`src/clock_loop_pkg.sv`:
```
`default_nettype none
package clock_loop_pkg;

  // ---------------------------------------------------------------
  // Output source select codes
  // ---------------------------------------------------------------
  localparam logic [1:0] SRC_VCO      = 2'h0;  // Oscillator direct
  localparam logic [1:0] SRC_VCO_DIV2 = 2'h1;  // Oscillator / 2
  localparam logic [1:0] SRC_VCO_DIV4 = 2'h2;  // Oscillator / 4
  localparam logic [1:0] SRC_STATIC   = 2'h3;  // Static test, aux level

  // ---------------------------------------------------------------
  // Reset values and encodings
  // ---------------------------------------------------------------
  localparam logic [3:0] FIRST_DIV_RESET  = 4'h1;  // Divide by four
  localparam logic [3:0] PDIS_ADDR        = 4'hf;  // Address that arms disable
  localparam int         SECOND_DIV_WIDTH = 9;     // Second divider modulus bits
  localparam logic [8:0] SECOND_DIV_ONE   = 9'h001; // Modulus one: copy pixel clock

  // ---------------------------------------------------------------
  // Detector input selection
  // ---------------------------------------------------------------
  typedef enum logic [1:0] {FB_INTERNAL, FB_CHAIN, FB_EXTERNAL} fb_src_t;

endpackage
`default_nettype wire

```
`src/graphics_clock_loop_control.sv`:
```
`default_nettype none
module graphics_clock_loop_control #(
  parameter int SD_W = clock_loop_pkg::SECOND_DIV_WIDTH  // Second divider modulus width
) (
  // Clock and reset
  input  wire logic            mclk,
  input  wire logic            resetn,
  // Pins from outside the clock domain
  input  wire logic            reference_input,
  input  wire logic            external_feedback_input,
  input  wire logic            video_gate,
  input  wire logic            addr_data_bit3,
  // Configuration bits
  input  wire logic            serial_variant,
  input  wire logic            ref_edge_polarity,
  input  wire logic            divider_chain_feedback_select,
  input  wire logic            external_feedback_select,
  input  wire logic            feedback_edge_polarity,
  input  wire logic            phase_detect_disable_enable,
  input  wire logic            shift_clock_gate_enable,
  input  wire logic [3:0]      latched_address,
  input  wire logic            config_valid,
  input  wire logic [1:0]      output_source_select,
  input  wire logic            aux_clock_level_bit,
  input  wire logic            aux_load_level_bit,
  input  wire logic [3:0]      first_output_divider,
  input  wire logic [SD_W-1:0] second_output_divider,
  // Oscillator and internal divider events
  input  wire logic            osc_clock,
  input  wire logic            internal_feedback_pulse,
  input  wire logic            pixel_group_clock_in,
  input  wire logic            second_divider_clock_in,
  // Outputs
  output logic                 pd_up,
  output logic                 pd_down,
  output logic                 loop_inhibit,
  output logic [1:0]           fb_source,
  output logic [1:0]           clock_mux_select,
  output logic                 diff_clock_out,
  output logic                 pixel_group_clock,
  output logic                 secondary_divided_clock,
  output logic                 secondary_pin_enable,
  output logic [3:0]           first_divider_code
);
  // ---------------------------------------------------------------
  // State
  // ---------------------------------------------------------------
  typedef struct packed {
    logic [5:0]  s1;       // First sync stages: gate, bit3, osc, pix, second, ref
    logic [5:0]  s2;       // Second sync stages
    logic        osc_q;    // Previous oscillator level
    logic        sdiv_q;   // Previous second divider level, for its edge
    logic [1:0]  div;      // Post-scaler counter
    logic        gate;     // Secondary clock allowed
    logic        up;
    logic        down;
    logic        inhibit;
    logic [1:0]  fbs;
    logic [1:0]  mux;
    logic        diff;
    logic        pix;
    logic        sec;
    logic        sec_en;
    logic [3:0]  first_div; // First divider code
  } st_t;
  st_t st;
  st_t next_st;

  logic ref_pulse;   // Chosen reference edge
  logic ext_pulse;   // Chosen external feedback edge
  logic fb_pulse;    // Selected feedback event
  logic vg_s, bit3_s, osc_s, pix_s, sdiv_s, ref_s;  // Synchronised pin levels

  // Reference edge: rising when the polarity bit is one
  edge_sel u_ref (
    .mclk   (mclk),
    .resetn (resetn),
    .din    (reference_input),
    .rising (ref_edge_polarity),
    .pulse  (ref_pulse)
  );
  // External feedback: rising when the polarity bit is zero
  edge_sel u_ext (
    .mclk   (mclk),
    .resetn (resetn),
    .din    (external_feedback_input),
    .rising (~feedback_edge_polarity),
    .pulse  (ext_pulse)
  );

  assign vg_s   = st.s2[0];
  assign bit3_s = st.s2[1];
  assign osc_s  = st.s2[2];
  assign pix_s  = st.s2[3];
  assign sdiv_s = st.s2[4];
  assign ref_s  = st.s2[5];

  // ---------------------------------------------------------------
  // Feedback selection: external wins over chain, chain over internal
  // ---------------------------------------------------------------
  always_comb begin
    if (external_feedback_select) begin
      fb_pulse = ext_pulse;
    end else if (divider_chain_feedback_select) begin
      // Own edge register: the gated output sits low while stopped
      fb_pulse = sdiv_s & ~st.sdiv_q;
    end else begin
      fb_pulse = internal_feedback_pulse;
    end
  end

  // ---------------------------------------------------------------
  // Next state
  // ---------------------------------------------------------------
  always_comb begin
    next_st    = st;
    next_st.s1 = {reference_input, second_divider_clock_in, pixel_group_clock_in,
                  osc_clock, addr_data_bit3, video_gate};
    next_st.s2 = st.s1;
    next_st.osc_q = osc_s;
    next_st.sdiv_q = sdiv_s;
    if (osc_s & ~st.osc_q) begin
      next_st.div = st.div + 2'h1;
    end
    // Inhibit: serial uses gate pin, parallel needs address 15
    if (serial_variant) begin
      next_st.inhibit = phase_detect_disable_enable & vg_s;
    end else begin
      next_st.inhibit = phase_detect_disable_enable &
                        (latched_address == clock_loop_pkg::PDIS_ADDR) & bit3_s;
    end
    // Detector holds still while inhibited
    if (st.inhibit) begin
      next_st.up   = 1'b0;
      next_st.down = 1'b0;
    end else begin
      next_st.up   = ref_pulse & ~fb_pulse;
      next_st.down = fb_pulse & ~ref_pulse;
    end
    if (external_feedback_select) begin
      next_st.fbs = clock_loop_pkg::FB_EXTERNAL;
    end else if (divider_chain_feedback_select) begin
      next_st.fbs = clock_loop_pkg::FB_CHAIN;
    end else begin
      next_st.fbs = clock_loop_pkg::FB_INTERNAL;
    end
    // Configuration takes effect once programmed
    if (config_valid) begin
      next_st.mux       = output_source_select;
      next_st.first_div = first_output_divider;
    end
    // Post-scaler and static test
    case (next_st.mux)
      clock_loop_pkg::SRC_VCO:      next_st.diff = osc_s;
      clock_loop_pkg::SRC_VCO_DIV2: next_st.diff = st.div[0];
      clock_loop_pkg::SRC_VCO_DIV4: next_st.diff = st.div[1];
      clock_loop_pkg::SRC_STATIC:   next_st.diff = aux_clock_level_bit;
      default:                      next_st.diff = osc_s;
    endcase
    if (!config_valid) begin
      // Reference passes straight through until programmed
      next_st.diff = ref_s;
    end
    next_st.pix = (next_st.mux == clock_loop_pkg::SRC_STATIC) ?
                  aux_load_level_bit : pix_s;
    // Gate may only change while pixel clock is low
    if (!pix_s) begin
      next_st.gate = ~shift_clock_gate_enable | vg_s;
    end
    // Modulus one mirrors pixel clock; gated low when stopped
    if (!st.gate) begin
      next_st.sec = 1'b0;
    end else if (second_output_divider == SD_W'(clock_loop_pkg::SECOND_DIV_ONE)) begin
      next_st.sec = pix_s;
    end else begin
      next_st.sec = sdiv_s;
    end
    // Pin is an output except in reset, which clears its enable; in chain mode it carries the second divider
    next_st.sec_en = 1'b1;
  end

  // Reset: mux selects the oscillator direct, first divider code one
  always_ff @(posedge mclk or negedge resetn) begin
    if (!resetn) begin
      st      <= '0;
      st.mux  <= clock_loop_pkg::SRC_VCO;
      st.first_div <= clock_loop_pkg::FIRST_DIV_RESET;
      st.gate <= 1'b1;
    end else begin
      st <= next_st;
    end
  end

  assign pd_up                   = st.up;
  assign pd_down                 = st.down;
  assign loop_inhibit            = st.inhibit;
  assign fb_source               = st.fbs;
  assign clock_mux_select        = st.mux;
  assign diff_clock_out          = st.diff;
  assign pixel_group_clock       = st.pix;
  assign secondary_divided_clock = st.sec;
  assign secondary_pin_enable    = st.sec_en;
  assign first_divider_code      = st.first_div;
endmodule
`default_nettype wire

```
`src/edge_sel.sv`:
```
`default_nettype none
// Synchroniser plus selectable-edge pulse detector
module edge_sel (
  // Clock and reset
  input  wire logic mclk,
  input  wire logic resetn,
  // Signal and edge choice
  input  wire logic din,
  input  wire logic rising,
  // One-cycle edge pulse
  output logic      pulse
);
  typedef struct packed {
    logic s1;    // First sync stage, read only by s2
    logic s2;    // Second sync stage
    logic s3;    // Previous level
    logic pulse; // Registered edge
  } es_t;
  es_t st;
  es_t next_st;

  // Edge detect on synchronised copy only
  always_comb begin
    next_st       = st;
    next_st.s1    = din;
    next_st.s2    = st.s1;
    next_st.s3    = st.s2;
    next_st.pulse = rising ? (st.s2 & ~st.s3) : (~st.s2 & st.s3);
  end

  // State register; reset clears the whole chain at once
  always_ff @(posedge mclk or negedge resetn) begin
    if (!resetn) begin
      st <= '0;
    end else begin
      st <= next_st;
    end
  end
  assign pulse = st.pulse;
endmodule
`default_nettype wire

```
`config.mk`:
```
export PLATFORM = sky130hd
export DESIGN_NAME = graphics_clock_loop_control
export DESIGN_NICKNAME = d
export VERILOG_FILES = /design/src/clock_loop_pkg.sv /design/src/graphics_clock_loop_control.sv /design/src/edge_sel.sv
export SDC_FILE = /design/constraint.sdc
export NUM_CORES = 1
export LEC_CHECK = 0
export ABC_AREA = 1
export CAP_MARGIN = 20
export CORE_MARGIN = 1
export CORE_UTILIZATION = 46
export DETAILED_ROUTE_END_ITERATION = 7
export DONT_BUFFER_PORTS = 1
export GPL_ROUTABILITY_DRIVEN = 0
export GPL_TIMING_DRIVEN = 0
export PLACE_DENSITY = 0.59
export SKIP_LAST_GASP = 1
export SLEW_MARGIN = 25
export SYNTH_ARGS = -nofsm -noshare
export SYNTH_HDL_FRONTEND = slang
export SYNTH_SLANG_ARGS = --single-unit
```
`constraint.sdc`:
```
create_clock -name mclk -period 1.32 [get_ports mclk]
set_input_delay 0.132 -clock mclk [delete_from_list [all_inputs] [get_ports mclk]]
set_output_delay 0.132 -clock mclk [all_outputs]
set_load 0.005 [all_outputs]
```
==> impl_metrics.yaml <==
status:
  status: "finished with violations"
  violations: "design-rule violations"
synthesis:
  synth_compound_area_frac: 0.0254
  synth-xor-area-share: 0.0127
  syn_area_um2: 1380
  synth-seq-cells: 38
  synth_cell_types: 18
  synth_nets: 168
  avgSynthCellArea_um2: 10.7
  synth_top_family_by_area: "simple AND/OR/NAND/NOR gates"
  synth-adder-area-share: 0
  ys_warn_count: 0
  synthSimpleGateAreaFrac: 0.195
  synth.area.mux_share: 0
  syn_inst: 129
  ys_seq_area_frac: 0.691
power_and_ir_drop:
  intPower_uw: 1670
  switchingPower_uw: 536
  seq_power_share: 0.604
  p_sw_frac: 0.243
  irDropWorstVdd_mv: 0.910
  p_leak_uw: 0.000858
  powerDensity_nw_per_um2: 1280
  total_power_uw: 2210
  clockPowerShare: 0.277
  p_comb_frac: 0.118
critical_path:
  path_class: "in2reg"
  path_max_fanout: 7
  crit_path_start_kind: "input port"
  cp_cell_sequence: "dlygate4sd3_1, nand2_1, dlygate4sd3_1, nand2_1"
  rr_startpoint: "st[20]"
  required_ns: 1.60
  crit_path_top_delay_cell: "dlygate4sd3_1"
  cp-end-kind: "register"
  startpoint: "config_valid"
  cp.arrival_ns: 1.52
  rrSetupSlack_ns: 0.14
  rr_endpoint: "loop_inhibit"
  path_delay_family: "buffers and inverters"
  crit_path_max_incr_delay_ns: 0.69
  reg2regPathDepth: 3
  critical_path_buf_inv_count: 2
clock_network:
  tritoncts.num_buffers: 5
  cts_setup_buffers: 0
  cts_tree: "built"
  clockBufferDepth: 2
  cts_root_buffer: "clkbuf_4"
  cts_sinks: 38
  insertion_delay_ns: 0.34
  htree_levels: 2
  clk_pin_slew_ns: 0.10
timing:
  clock_skew_ns: 0.00692
  fin_crit_ns: 1.24
  rsz0062_at_grt: "false"
  maxSlewViolCount: 0
  period_share: 0.943
  final_hold_viol_count: 0
  setup_tns_ns: 0
  setup_ws_ns: 0.0753
  max_freq_mhz: 803
  setup_viol: 0
min_path:
  holdCritStartpoint: "aux_clock_level_bit"
  hold_class: "in2reg"
  holdPathStages: 4
  whs_endpoint: "diff_clock_out"
final_layout:
  final_layout_size_suffix_gt1_frac: 0.143
  layout_common_cells: "dfrtp_1, nand2_1, dlygate4sd3_1"
  layout_commonest_cell: "dfrtp_1"
  final_area_um2: 1730
  fin_nets: 199
  antenna_cells: 0
  final_util: 0.616
  syn_to_final_growth_pct: 25.3
  nFillCells: 246
floorplan:
  ios: 54
  row_count: 19
  die_w_um: 56.8
  dieArea_um2: 3220
  dieHeight_um: 56.8
  core_area_um2: 2810
  floorplan.initialDensity: 0.492
flow_run:
  maxCapViolCount: 0
detailed_routing:
  postRouteAntennaNets: 0
  dr.pass1.iters: 6
  drc: 10
  vias: 922
  wire_per_inst_um: 11.9
  wl_um: 2280
  drt-initial-drc-count: 42
  drt-vias-per-instance: 4.80
grt:
  track_usage: 0.159
  grt_first_pass_wirelength_um: 3640
  grt_antenna_before_repair: 0
  overflow: 0
  grt_max_degree: 39
  grt_pass1_vias: 902
placed_design:
  portBuffers: 0
  dp_slack_ns: 0.427
  hpwl_um: 1390
  placed_area_um2: 1420
[per-layer routing]
metal,vias up,track usage,share of wire
met5,-,0,0
met3,5,0.0737,0.077
met1,425,0.152,0.39
met2,42,0.277,0.52
li1,450,-,-
met4,0,0.0906,0.018
[metrics by stage]
step	instances	hold slack (ns)
3_3_place_gp	160	-0.163
6_report	192	0.0365
3_5_place_dp	160	-0.163
2_1_floorplan	129	-0.164
4_1_cts	191	0.00422
5_1_grt	192	0.0194
[cells by family after synthesis]
kind of cell    Yosys count
compound gates            7
xor+xnor                  2
buf+inv                  19
flops                    38
other cells               1
simple gates             62
[sequential cells by signal, summed over array words and instances (netlist names), 2 cells and up]
| name | flops |
|---|---|
| next_st | 8 |
| st | 6 |
| first_divider_code | 4 |
| clock_mux_select | 2 |
| fb_source | 2 |
| u_ext.next_st | 2 |
[synth_stat cells]
cell type | n | area (um2)
nand3_1 | 7 | 35.0
nand2_2 | 2 | 12.5
dfrtp_1 | 36 | 901
xnor2_1 | 1 | 8.76
nand4_1 | 1 | 6.26
dfstp_2 | 2 | 52.6
conb_1 | 1 | 3.75
nand3b_1 | 1 | 7.51
inv_1 | 10 | 37.5
buf_4 | 8 | 60.1
nor3_1 | 1 | 5.00
xor2_1 | 1 | 8.76
nand2_4 | 2 | 22.5
inv_2 | 1 | 3.75
nand2_1 | 30 | 113
a21oi_1 | 5 | 25.0
nor2_1 | 18 | 67.6
o21ai_0 | 2 | 10.0
[power groups by stage]
stage / Clock (uW) / Combinational, uW / Sequential, uW
floorplan: 0 / 155 / 1340
global placement: 0 / 169 / 1350
detailed placement: 0 / 176 / 1360
CTS: 637 / 262 / 1340
global route: 703 / 296 / 1350
finish: 612 / 261 / 1330
[area by class of cell]
class                           instances  area, um2  area share
Clock buffer                            7       55.1      0.0318
Clock inverter                          1       5.00     0.00289
Buffer                                  8       60.1      0.0347
Timing Repair Buffer                   24        250       0.145
Sequential cell                        38        953       0.551
Inverter                               11       41.3      0.0239
Multi-Input combinational cell         72        325       0.188
Tap cell                               31       38.8      0.0224
[worst max path at each step]
stage	endpoint	slack [ns]	cells after the start
6_report	first_divider_code[0]	0.08	4
4_1_cts	first_divider_code[0]	0.11	4
3_5_place_dp	diff_clock_out	0.43	7
2_1_floorplan	diff_clock_out	0.47	6
3_3_place_gp	diff_clock_out	0.44	6
5_1_grt	first_divider_code[0]	0.06	4
[worst min-delay path, delay by kind of cell]
family | cells | cell delay (ns)
simple gates | 4 | 0.20
[repair_timing]
item | in CTS | in global routing
hold buffers | 23 | 1
hold endpoints to repair | 59 | 1
resized for setup | 0 | 0
Power figures use the tool's default switching activity.
